$ cat src/pkg/uvm_regs_pkg.sv
package uvmr_pkg;

  // ----------------------------------------------------------------
  // Register addresses (6-bit ULPI immediate space)
  // ----------------------------------------------------------------
  localparam logic [5:0] UVMR_VEND_LO     = 6'h30;
  localparam logic [5:0] UVMR_VEND_HI     = 6'h3F;
  localparam logic [5:0] UVMR_AUDIO_ADDR  = 6'h33;
  localparam logic [5:0] UVMR_IDC_WR      = 6'h36;
  localparam logic [5:0] UVMR_IDC_SET     = 6'h37;
  localparam logic [5:0] UVMR_IDC_CLR     = 6'h38;
  localparam logic [5:0] UVMR_IOP_WR      = 6'h39;
  localparam logic [5:0] UVMR_IOP_SET     = 6'h3A;
  localparam logic [5:0] UVMR_IOP_CLR     = 6'h3B;

  // ----------------------------------------------------------------
  // Field layouts and reset values
  // ----------------------------------------------------------------
  localparam logic [3:0] UVMR_AUDIO_KEY   = 4'hA;
  localparam logic [7:0] UVMR_IDC_WMASK   = 8'h70;
  localparam logic [7:0] UVMR_IOP_WMASK   = 8'hFE;
  localparam logic [7:0] UVMR_IOP_RESET   = 8'h04;
  localparam int         UVMR_IDC_DONE    = 3;
  localparam int         UVMR_IDC_TRIG    = 4;
  localparam int         UVMR_IDC_IRQEN   = 6;
  localparam int         UVMR_IOP_SWAP    = 1;
  localparam int         UVMR_IOP_PU_P    = 4;
  localparam int         UVMR_IOP_PU_M    = 5;
  localparam int         UVMR_IOP_SER_LSB = 2;
  localparam int         UVMR_IOP_BUS_LSB = 6;
  localparam logic [1:0] UVMR_SUPPLY_3V3  = 2'h0;
  localparam logic [2:0] UVMR_CODE_ZERO   = 3'h0;

  // ----------------------------------------------------------------
  // Timing
  // ----------------------------------------------------------------
  localparam int UVMR_CLK_MHZ        = 20;
  localparam int UVMR_CONV_TIME_US   = 282;
  localparam int UVMR_CONV_CYCLES    = UVMR_CONV_TIME_US * UVMR_CLK_MHZ;
  localparam int UVMR_CNT_W          = 13;

  typedef enum logic [1:0] {
    UVMR_MODE_SYNC,
    UVMR_MODE_SERIAL,
    UVMR_MODE_LOWPOWER,
    UVMR_MODE_UART
  } uvmr_mode_t;

  typedef struct packed {
    logic       req;
    logic       write;
    logic [5:0] addr;
    logic [7:0] wdata;
  } uvmr_req_t;

  typedef struct packed {
    logic       valid;
    logic [7:0] rdata;
  } uvmr_rsp_t;

  typedef struct packed {
    logic       audio_mode;
    logic       line_pair_swap;
    logic       plus_line_detect_pullup;
    logic       minus_line_detect_pullup;
    logic [1:0] supply_sel;
  } uvmr_analog_t;

endpackage

$ cat src/rtl/uvmr_conv_timer.sv
`timescale 1ns/1ps
module uvmr_conv_timer
  import uvmr_pkg::*;
#(
  parameter int CONV_CYCLES = UVMR_CONV_CYCLES
)
(
  // Clock and reset
  input  wire logic clock,
  input  wire logic srst,
  // Control
  input  wire logic start,
  output logic      busy,
  output logic      finish
);
  logic [UVMR_CNT_W-1:0] count;
  logic [UVMR_CNT_W-1:0] next_count;
  logic                  next_busy;
  logic                  next_finish;

  localparam logic [UVMR_CNT_W-1:0] LAST = UVMR_CNT_W'(CONV_CYCLES - 1);

  always_comb
  begin
    next_count  = count;
    next_busy   = busy;
    next_finish = 1'b0;
    if (busy)
    begin
      if (count == LAST)
      begin
        next_busy   = 1'b0;
        next_finish = 1'b1;
        next_count  = '0;
      end
      else
      begin
        next_count = count + 1'b1;
      end
    end
    else if (start)
    begin
      next_busy  = 1'b1;
      next_count = '0;
    end
  end

  always_ff @(posedge clock)
  begin
    if (srst)
    begin
      count  <= '0;
      busy   <= 1'b0;
      finish <= 1'b0;
    end
    else
    begin
      count  <= next_count;
      busy   <= next_busy;
      finish <= next_finish;
    end
  end
endmodule

$ cat src/rtl/uvmr_regs.sv
`timescale 1ns/1ps
// How it works
// - Vendor space 30h-3Fh, immediate register access
// - Audio mode only when key equals 1010
// - ID register: 36h write, 37h set, 38h clear
// - Three-bit resistance code in bits 2:0
// - Done flag after 282 us measurement
// - Reading code here clears done; carkit read not
// - Trigger bit starts measurement, self-clears when done
// - Either enable raises alt_int on done
// - IO register: 39h write, 3Ah set, 3Bh clear
// - Bit 1 swaps DP and DM, not speaker
// - UART supply from bits 3:2 after transmit enable
// - Audio mode forces 3.3V supply
// - Detect pull-ups bits 4/5, forced in UART
// - Sync/serial/low-power supply from bits 7:6
module uvmr_regs
  import uvmr_pkg::*;
#(
  parameter int CONV_CYCLES = UVMR_CONV_CYCLES
)
(
  // Clock and reset
  input  wire logic         clock,
  input  wire logic         srst,
  // Register access from the ULPI command decoder
  input  uvmr_pkg::uvmr_req_t reg_req,
  output uvmr_pkg::uvmr_rsp_t reg_rsp,
  // Carkit-side view of the conversion
  input  wire logic         carkit_irq_enable,
  input  wire logic         carkit_code_read,
  output logic              alt_int,
  // PHY mode and measurement result
  input  uvmr_pkg::uvmr_mode_t phy_mode,
  input  wire logic         serial_tx_drive_enable,
  input  wire logic [2:0]   id_meas_code,
  // Analog controls and the carkit view of code, done and busy
  output uvmr_pkg::uvmr_analog_t analog_ctl,
  output logic [2:0]        id_resistor_code_out,
  output logic              id_conv_complete_out,
  output logic              id_conv_busy
);
  import uvmr_pkg::*;

  // ----------------------------------------------------------------
  // Register state
  // ----------------------------------------------------------------
  logic [3:0] audio_mode_key;
  logic [2:0] id_resistor_code;
  logic       id_conv_complete;
  logic       id_conv_trigger;
  logic       id_conv_irq_enable;
  logic       line_pair_swap;
  logic [1:0] serial_mode_supply_sel;
  logic       plus_line_detect_pullup;
  logic       minus_line_detect_pullup;
  logic [1:0] bus_mode_supply_sel;

  logic [3:0] next_audio_mode_key;
  logic [2:0] next_id_resistor_code;
  logic       next_id_conv_complete;
  logic       next_id_conv_trigger;
  logic       next_id_conv_irq_enable;
  logic       next_line_pair_swap;
  logic [1:0] next_serial_mode_supply_sel;
  logic       next_plus_line_detect_pullup;
  logic       next_minus_line_detect_pullup;
  logic [1:0] next_bus_mode_supply_sel;

  // Output registers and the UART supply arming flag
  uvmr_rsp_t    next_reg_rsp;
  uvmr_analog_t next_analog_ctl;
  logic         next_alt_int;
  logic         uart_supply_armed;
  logic         next_uart_supply_armed;

  logic       timer_start;
  logic       timer_busy;
  logic       timer_finish;
  logic [7:0] idc_image;
  logic [7:0] iop_image;
  logic [7:0] idc_new;
  logic [7:0] iop_new;
  logic       rd_idc;
  logic       audio_on;

  // ----------------------------------------------------------------
  // Decode helpers
  // ----------------------------------------------------------------
  // Set and clear aliases share one merge path with the plain write
  function automatic logic [7:0] apply_access(input logic [7:0] cur,
                                              input logic [7:0] wd,
                                              input logic [1:0] kind,
                                              input logic [7:0] mask);
    logic [7:0] res;
    res = cur;
    if (kind == 2'h0)
      res = wd;
    else if (kind == 2'h1)
      res = cur | wd;
    else
      res = cur & ~wd;
    return (res & mask) | (cur & ~mask);
  endfunction

  // Offset from the base address selects write, set or clear
  function automatic logic [1:0] alias_kind(input logic [5:0] a, input logic [5:0] base);
    return 2'(a - base);
  endfunction

  // The ID and IO registers each answer on three consecutive addresses
  function automatic logic in_range(input logic [5:0] a, input logic [5:0] base);
    return (a >= base) && (a <= base + 6'h2);
  endfunction

  assign idc_image = {1'b0, id_conv_irq_enable, 1'b0, id_conv_trigger,
                      id_conv_complete, id_resistor_code};
  assign iop_image = {bus_mode_supply_sel, minus_line_detect_pullup,
                      plus_line_detect_pullup, serial_mode_supply_sel,
                      line_pair_swap, 1'b0};
  // Exact key compare: a stray write cannot half-enable the audio switch
  assign audio_on  = (audio_mode_key == UVMR_AUDIO_KEY);
  assign rd_idc    = reg_req.req && !reg_req.write
                     && in_range(reg_req.addr, UVMR_IDC_WR);

  // ----------------------------------------------------------------
  // Register update
  // ----------------------------------------------------------------
  always_comb
  begin
    next_audio_mode_key           = audio_mode_key;
    next_id_resistor_code         = id_resistor_code;
    next_id_conv_complete         = id_conv_complete;
    next_id_conv_trigger          = id_conv_trigger;
    next_id_conv_irq_enable       = id_conv_irq_enable;
    next_line_pair_swap           = line_pair_swap;
    next_serial_mode_supply_sel   = serial_mode_supply_sel;
    next_plus_line_detect_pullup  = plus_line_detect_pullup;
    next_minus_line_detect_pullup = minus_line_detect_pullup;
    next_bus_mode_supply_sel      = bus_mode_supply_sel;
    idc_new     = idc_image;
    iop_new     = iop_image;
    timer_start = 1'b0;

    // Only the vendor window is decoded; other addresses are ignored
    if (reg_req.req && reg_req.write && reg_req.addr >= UVMR_VEND_LO
        && reg_req.addr <= UVMR_VEND_HI)
    begin
      if (reg_req.addr == UVMR_AUDIO_ADDR)
      begin
        next_audio_mode_key = reg_req.wdata[3:0];
      end
      else if (in_range(reg_req.addr, UVMR_IDC_WR))
      begin
        idc_new = apply_access(idc_image, reg_req.wdata,
                               alias_kind(reg_req.addr, UVMR_IDC_WR), UVMR_IDC_WMASK);
        next_id_conv_irq_enable = idc_new[UVMR_IDC_IRQEN];
        // Bit 5 is not stored: the link keeps it zero anyway
        if (idc_new[UVMR_IDC_TRIG] && !id_conv_trigger)
        begin
          next_id_conv_trigger = 1'b1;
          timer_start          = 1'b1;
        end
        else if (!idc_new[UVMR_IDC_TRIG])
        begin
          // Clearing the trigger does not abort a running measurement
          next_id_conv_trigger = timer_busy;
        end
      end
      else if (in_range(reg_req.addr, UVMR_IOP_WR))
      begin
        iop_new = apply_access(iop_image, reg_req.wdata,
                               alias_kind(reg_req.addr, UVMR_IOP_WR), UVMR_IOP_WMASK);
        // Bit 0 is reserved and never stored
        next_line_pair_swap           = iop_new[UVMR_IOP_SWAP];
        next_serial_mode_supply_sel   = iop_new[UVMR_IOP_SER_LSB +: 2];
        next_plus_line_detect_pullup  = iop_new[UVMR_IOP_PU_P];
        next_minus_line_detect_pullup = iop_new[UVMR_IOP_PU_M];
        next_bus_mode_supply_sel      = iop_new[UVMR_IOP_BUS_LSB +: 2];
      end
    end

    // Read of the code clears done; a finishing measurement wins
    if (rd_idc || carkit_code_read && 1'b0)
      next_id_conv_complete = 1'b0;
    // A trigger write landing in the finishing cycle is absorbed; the link
    // should wait for done before asking for the next measurement
    if (timer_finish)
    begin
      next_id_conv_complete = 1'b1;
      next_id_resistor_code = id_meas_code;
      next_id_conv_trigger  = 1'b0;
    end
  end

  // ----------------------------------------------------------------
  // Read data, interrupt and analog controls
  // ----------------------------------------------------------------
  always_comb
  begin
    next_reg_rsp           = '0;
    next_uart_supply_armed = uart_supply_armed;
    next_analog_ctl        = '0;
    next_reg_rsp.valid     = reg_req.req && !reg_req.write;
    // Data shows only with a read answer, so idle cycles read as zero
    if (!next_reg_rsp.valid)
      next_reg_rsp.rdata = 8'h00;
    else if (reg_req.addr == UVMR_AUDIO_ADDR)
      next_reg_rsp.rdata = {4'h0, audio_mode_key};
    else if (in_range(reg_req.addr, UVMR_IDC_WR))
      next_reg_rsp.rdata = idc_image;
    else if (in_range(reg_req.addr, UVMR_IOP_WR))
      next_reg_rsp.rdata = iop_image;
    else
      next_reg_rsp.rdata = 8'h00;

    // alt_int is the level of done gated by either enable
    next_alt_int = next_id_conv_complete
                   && (next_id_conv_irq_enable || carkit_irq_enable);

    // Arming needs transmit enable inside UART mode; leaving UART disarms
    if (phy_mode != UVMR_MODE_UART)
      next_uart_supply_armed = 1'b0;
    else if (serial_tx_drive_enable)
      next_uart_supply_armed = 1'b1;

    next_analog_ctl.audio_mode     = audio_on;
    next_analog_ctl.line_pair_swap = line_pair_swap;
    // Pull-ups follow the live mode, so UART forcing needs no stored copy
    next_analog_ctl.plus_line_detect_pullup =
      plus_line_detect_pullup || phy_mode == UVMR_MODE_UART;
    next_analog_ctl.minus_line_detect_pullup =
      minus_line_detect_pullup || phy_mode == UVMR_MODE_UART;
    if (audio_on)
      next_analog_ctl.supply_sel = UVMR_SUPPLY_3V3;
    else if (phy_mode == UVMR_MODE_UART && next_uart_supply_armed)
      next_analog_ctl.supply_sel = serial_mode_supply_sel;
    else
      next_analog_ctl.supply_sel = bus_mode_supply_sel;
  end

  always_ff @(posedge clock)
  begin
    if (srst)
    begin
      audio_mode_key           <= 4'h0;
      id_resistor_code         <= UVMR_CODE_ZERO;
      id_conv_complete         <= 1'b0;
      id_conv_trigger          <= 1'b0;
      id_conv_irq_enable       <= 1'b0;
      line_pair_swap           <= 1'b0;
      // Supply fields start from the IO register's reset image
      serial_mode_supply_sel   <= UVMR_IOP_RESET[UVMR_IOP_SER_LSB +: 2];
      plus_line_detect_pullup  <= 1'b0;
      minus_line_detect_pullup <= 1'b0;
      bus_mode_supply_sel      <= UVMR_IOP_RESET[UVMR_IOP_BUS_LSB +: 2];
      reg_rsp                  <= '0;
      analog_ctl               <= '0;
      alt_int                  <= 1'b0;
      uart_supply_armed        <= 1'b0;
      id_resistor_code_out     <= UVMR_CODE_ZERO;
      id_conv_complete_out     <= 1'b0;
      id_conv_busy             <= 1'b0;
    end
    else
    begin
      audio_mode_key           <= next_audio_mode_key;
      id_resistor_code         <= next_id_resistor_code;
      id_conv_complete         <= next_id_conv_complete;
      id_conv_trigger          <= next_id_conv_trigger;
      id_conv_irq_enable       <= next_id_conv_irq_enable;
      line_pair_swap           <= next_line_pair_swap;
      serial_mode_supply_sel   <= next_serial_mode_supply_sel;
      plus_line_detect_pullup  <= next_plus_line_detect_pullup;
      minus_line_detect_pullup <= next_minus_line_detect_pullup;
      bus_mode_supply_sel      <= next_bus_mode_supply_sel;
      reg_rsp                  <= next_reg_rsp;
      analog_ctl               <= next_analog_ctl;
      alt_int                  <= next_alt_int;
      uart_supply_armed        <= next_uart_supply_armed;
      // Carkit view: code and done read here without side effects
      id_resistor_code_out     <= next_id_resistor_code;
      id_conv_complete_out     <= next_id_conv_complete;
      id_conv_busy             <= timer_start || timer_busy;
    end
  end

  // ----------------------------------------------------------------
  // Measurement timer
  // ----------------------------------------------------------------
  // Same clock as the registers, so start and finish need no handshake
  uvmr_conv_timer #(
    .CONV_CYCLES (CONV_CYCLES)
  ) u_timer (
    .clock  (clock),
    .srst   (srst),
    .start  (timer_start),
    .busy   (timer_busy),
    .finish (timer_finish)
  );

endmodule

$ cat config.mk
export PLATFORM = sky130hd
export DESIGN_NAME = uvmr_regs
export DESIGN_NICKNAME = d
export VERILOG_FILES = /design/src/pkg/uvm_regs_pkg.sv /design/src/rtl/uvmr_conv_timer.sv /design/src/rtl/uvmr_regs.sv
export SDC_FILE = /design/constraint.sdc
export NUM_CORES = 1
export LEC_CHECK = 0
export BUFFER_PORTS_ARGS = -buffer_cell sky130_fd_sc_hd__buf_2
export CAP_MARGIN = 10
export CELL_PAD_IN_SITES_DETAIL_PLACEMENT = 1
export CELL_PAD_IN_SITES_GLOBAL_PLACEMENT = 1
export CORE_MARGIN = 2
export CORE_UTILIZATION = 45
export CTS_BUF_LIST = sky130_fd_sc_hd__clkbuf_8
export CTS_CLUSTER_SIZE = 10
export DETAILED_ROUTE_END_ITERATION = 10
export GPL_TIMING_DRIVEN = 0
export PLACE_DENSITY_LB_ADDON = 0.1
export SETUP_SLACK_MARGIN = 0.5
export SLEW_MARGIN = 0
export SYNTH_ARGS = -nofsm -noshare
export SYNTH_HDL_FRONTEND = slang
export SYNTH_HIERARCHICAL = 1
export SYNTH_SLANG_ARGS = --single-unit
export TNS_END_PERCENT = 100
$ cat constraint.sdc
create_clock -name clock -period 3 [get_ports clock]
set_input_delay 0.3 -clock clock [delete_from_list [all_inputs] [get_ports clock]]
set_output_delay 0.3 -clock clock [all_outputs]
set_load 0.01 [all_outputs]
* Word level (Yosys, flattened, before mapping)
Index checks and enable logic that the tools add are counted.
Word-level totals: output and inout bits 21, bits in registers 50, logic and storage cells 112
Operators by class: add/sub/neg operators 3, bitwise operators 11, equality and inequality tests 8, reductions and logical operators 28, $lt $le $gt $ge 6, multiplexer cells 31
Operators with widths (count):
- $mux W7 | 7
- $mux W13 | 3
- $ge A6 B6 Y1 const B | 3
- $le A6 B6 Y1 const B | 3
- $mux W1 | 17
- $mux W8 | 2
- $add A13 B1 Y13 const B | 1
- $eq A13 B13 Y1 const B | 1
- $logic_and A1 B1 Y1 | 10
- $and A8 B8 Y8 | 1
- $not A8 Y8 | 1
- $or A8 B8 Y8 | 1
- $reduce_and A4 Y1 | 2
- $reduce_or A2 Y1 | 4
- $and A7 B7 Y7 | 1
- $or A7 B4 Y7 | 1
- $or A7 B7 Y7 | 1
- $eq A6 B6 Y1 const B | 1
- $not A1 Y1 | 5
- $reduce_or A5 Y1 | 1
- $eq A2 B1 Y1 const B | 2
- $eq A4 B4 Y1 const B | 1
- $logic_not A2 Y1 | 2
- $logic_or A1 B1 Y1 | 4
- 11 further kinds | 12

* Depth between registers and ports, before layout
depth in word-level cells 15, depth in mapped cells 8, mapped depth without buffers 7

* Hierarchy
The synthesis kept the hierarchy.
By module, submodules not included:
- uvmr_regs | cells each 149, times used 1, area an instance 1417.6 µm², sequential area each 700.7 µm²
- uvmr_conv_timer | cells each 89, times used 1, area an instance 784.5 µm², sequential area each 300.3 µm²

* Worst setup path after synthesis
Ideal clock, no wire load.
path kind reg2reg, start point register u_timer.count[4], end point register u_timer.count[4], setup slack 1002 ps, arrival time 1876 ps, clock period less this slack 1998 ps, cell stages (with the launch flop) 5, cell sequence dfxtp_1 > or4b_4 > o41a_4 > and4_1 > a311o_1
Between the ends: cells in the longest elaborated chain, start to end 3, elaborated cells on any way between the ends 4, classes of those cells add/sub: 1; eq/ne: 1; mux: 2
Ends and longest elaborated chain:
- start, declared | line uvmr_conv_timer.sv:16 | logic [UVMR_CNT_W-1:0] count;
- start signal, assigned | line uvmr_conv_timer.sv:58 | count <= next_count;
- $add A13 B1 Y13 / $eq A13 B13 Y1 (equally long branches) | line uvmr_conv_timer.sv:38, uvmr_conv_timer.sv:30
- $mux W13 (*) | line uvmr_conv_timer.sv:30 | if (count == LAST)
- $mux W13 (*) | line uvmr_conv_timer.sv:28 | if (busy)
Every way passes the cells marked *; elsewhere a longest branch is shown, timed or not. A chain may end at the register's enable or synchronous reset.

* Worst setup path in the final report
Same ends and word-level chain as after synthesis.

==> results_dict.tcl <==
set metrics [dict create \
    setup_viol 0 \
    setup_tns_ns 0 \
    synth_flop_cell "dfxtp_1" \
    path_max_fanout 8 \
    hp-start "reg_req[7]" \
    routedWlPerCell_microns 16.2 \
    rows 25 \
    syn_to_final_growth_pct 18.9 \
    postCtsHoldBufs 0 \
    root_buffer "clkbuf_8" \
    cts_sinks 50 \
    cts.clk_slew.worst_paths_ns 0.11 \
    p_leak_nw 1.04 \
    synth_cell_types 57 \
    synth.top_cell.area_share 0.455 \
    synth-edff-count 0 \
    clock_latency_ns 0.32 \
    status "finished clean" \
    final.fill_count 580 \
    cp_slowest_cell "or4b_4" \
    r2r_start "u_timer/count[4]" \
    end_kind "flop" \
    synth_warnings 6 \
    cp_slowest_stage_delay_ns 0.58 \
    vias_per_cell 5.49 \
    path_buf_inv 0 \
    min_path_cells 3 \
    ys_ff_latch 50 \
    drt_iter0_markers 102 \
    synthesis.nets 265 \
    hold_slack_ns 0.226 \
    rsz0062_at_grt "false" \
    htreeDepth 2 \
    die_h_microns 74.0 \
    r2r-end "u_timer/count[4]" \
    pin_count 47 \
    maxSlewViolCount 0 \
    core_area_sq_um 4720 \
    hpwlAfterDp_mm 4.25 \
    crit_type "flop to flop" \
    avgSynthCellArea_sq_um 9.25 \
    antenna_found_initial 0 \
    clock.fmax_ghz 0.472 \
    path_delay_family "compound AO/OA/AOI/OAI gates" \
    dieWidth_microns 74.0 \
    worst_r2r_path_depth 4 \
    drt.antenna.violating_nets 0 \
    ys_async_sr_fraction 0 \
    antenna_cells 0 \
    critPathLaunchType "flop" \
    grtUsageTotal 0.220 \
    syn_area_sq_um 2200 \
    drc_errors 0 \
    peakVddDrop_v 0.000250 \
    grt-ovfl-total 0 \
    cts_inserted_buffers 5 \
    cts_buffer_depth 2 \
    wl_mm 5.77 \
    min_period_over_period 0.706 \
    cts_setup_buffers 0 \
    hp-class "primary input to flop" \
    synth_common_cells "dfxtp_1 (50), nor2_1 (27), nand2_1 (17), a21oi_1 (16), o21ai_0 (12)" \
    grt_first_pass_wirelength_mm 9.20 \
    pwr_density_cell_nw_per_um2 474 \
    drive_gt1_frac 0.232 \
    critical_path.cell_chain "or4b_4 > o41a_4 > and4_1 > a311o_1" \
    crit_arrival_ns 2.32 \
    yosysMostFrequentCell "dfxtp_1" \
    die_area_sq_um 5470 \
    cts_tree "yes" \
    slew_headroom 0.499 \
    synth_area_leaders "dfxtp_1 (45%), nor2_1 (4.6%), mux2i_1 (4.5%), a21oi_1 (3.6%), nand2_1 (2.9%)" \
    tightest_slew_ns 0.741 \
    ctsResizeCount 0 \
    first_global_vias 1952 \
    gp_congestion 0.788 \
    hold_viol 0 \
    yosysSeqAreaShare 0.455 \
    initial_core_util 0.466 \
    num_vias 1956 \
    syn_inst 238 \
    r2r_setup_slack_ns 0.88 \
    port_buffers 43 \
    max_cap_violations 0 \
    layout_min_cycle_time_ns 2.12 \
    drtPass1Iterations 4 \
    yosys.area.top_type "dfxtp_1" \
    finClkSkew_ns 0.0163 \
    grt_max_degree 18 \
    crit_required_ns 3.20 \
    fin_nets 315 \
]
[layout make-up]
cell class,instances,area (sq um),share of cell area
Timing Repair Buffer,43,215,0.0822
Buffer,11,61.3,0.0234
Inverter,4,15.0,0.00574
Clock inverter,3,47.5,0.0182
Multi-Input combinational cell,173,1120,0.430
Tap cell,67,83.8,0.0320
Clock buffer,5,68.8,0.0263
Sequential cell,50,1000,0.382
[cells by family (layout without fill, tap and decap cells)]
logic type | after synthesis | after routing | synth area share
adder cells (fa/ha/maj) | 1 | 1 | 0.00568
AO/OA/AOI/OAI | 59 | 59 | 0.189
XOR/XNOR | 3 | 3 | 0.0119
AND/OR/NAND/NOR | 100 | 100 | 0.259
buffers and inverters | 15 | 66 | 0.0347
flip-flops | 50 | 50 | 0.455
multiplexers | 10 | 10 | 0.0455
[power by group]
part | total, mW | internal (mW) | switching [mW]
logic | 0.0744 | 0.0275 | 0.0469
clock network | 0.498 | 0.253 | 0.245
registers | 0.667 | 0.666 | 0.00107
total | 1.24 | 0.947 | 0.292
[metrics by stage]
| stage | worst slack, ns | utilization | instances | area [sq um] | power, mW |
|---|---|---|---|---|---|
| final | 0.881 | 0.554 | 356 | 2620 | 1.24 |
| after global routing | 0.786 | 0.554 | 356 | 2620 | 1.28 |
| after CTS | 0.892 | 0.554 | 356 | 2620 | 1.25 |
| after detailed placement | 0.839 | 0.530 | 348 | 2500 | 0.757 |
| after global placement | 0.866 | 0.530 | 348 | 2500 | 0.755 |
| after floorplan | 1.00 | - | 238 | 2200 | 0.721 |
[worst register-to-register path, stage by stage, from the launching register on]
cell,delay [ns]
dfxtp_1,0.38
or4b_4,0.58
o41a_4,0.53
and4_1,0.22
a311o_1,0.30
[cell usage in the layout (no fill, tap or decap), drive strengths merged, types with 2 or more instances in the layout]
cell type	netlist	layout
dfxtp	50	50
buf	4	47
nor2	27	27
nand2	17	17
a21oi	16	16
o21ai	12	12
clkbuf	7	12
mux2i	10	10
nor2b	7	7
nand3	7	7
nor3	7	7
a22o	6	6
inv	4	5
or3	4	4
nand4	4	4
and3	4	4
o211ai	4	4
nand2b	3	3
a21o	3	3
o41ai	3	3
or4	3	3
and2	2	2
a211oi	2	2
nor3b	2	2
o2111ai	2	2
xor2	2	2
nor4b	2	2
nor4	2	2
and4	2	2
[layer usage]
| metal | global-route usage | up-vias | wire [microns] | part of all wire |
|---|---|---|---|---|
| met2 | 0.397 | 39 | 2850 | 0.49 |
| met4 | 0.0990 | 0 | 133 | 0.023 |
| met1 | 0.247 | 934 | 2540 | 0.44 |
| met5 | 0 | - | 0 | 0 |
| met3 | 0.0501 | 11 | 239 | 0.041 |
| li1 | - | 972 | - | - |
[how the worst max path moves through the flow]
stage          slack (ns)  depth (start not counted)                 to              from
5_1_grt              0.79                          4   u_timer/count[6]  u_timer/count[4]
3_5_place_dp         0.84                          8  u_timer/count[11]        reg_req[9]
4_1_cts              0.89                          4   u_timer/count[4]  u_timer/count[4]
3_3_place_gp         0.87                          8  u_timer/count[11]        reg_req[9]
6_report             0.88                          4   u_timer/count[4]  u_timer/count[4]
2_1_floorplan        1.00                          4   u_timer/count[4]  u_timer/count[4]
(Power assumes the default switching activity.)
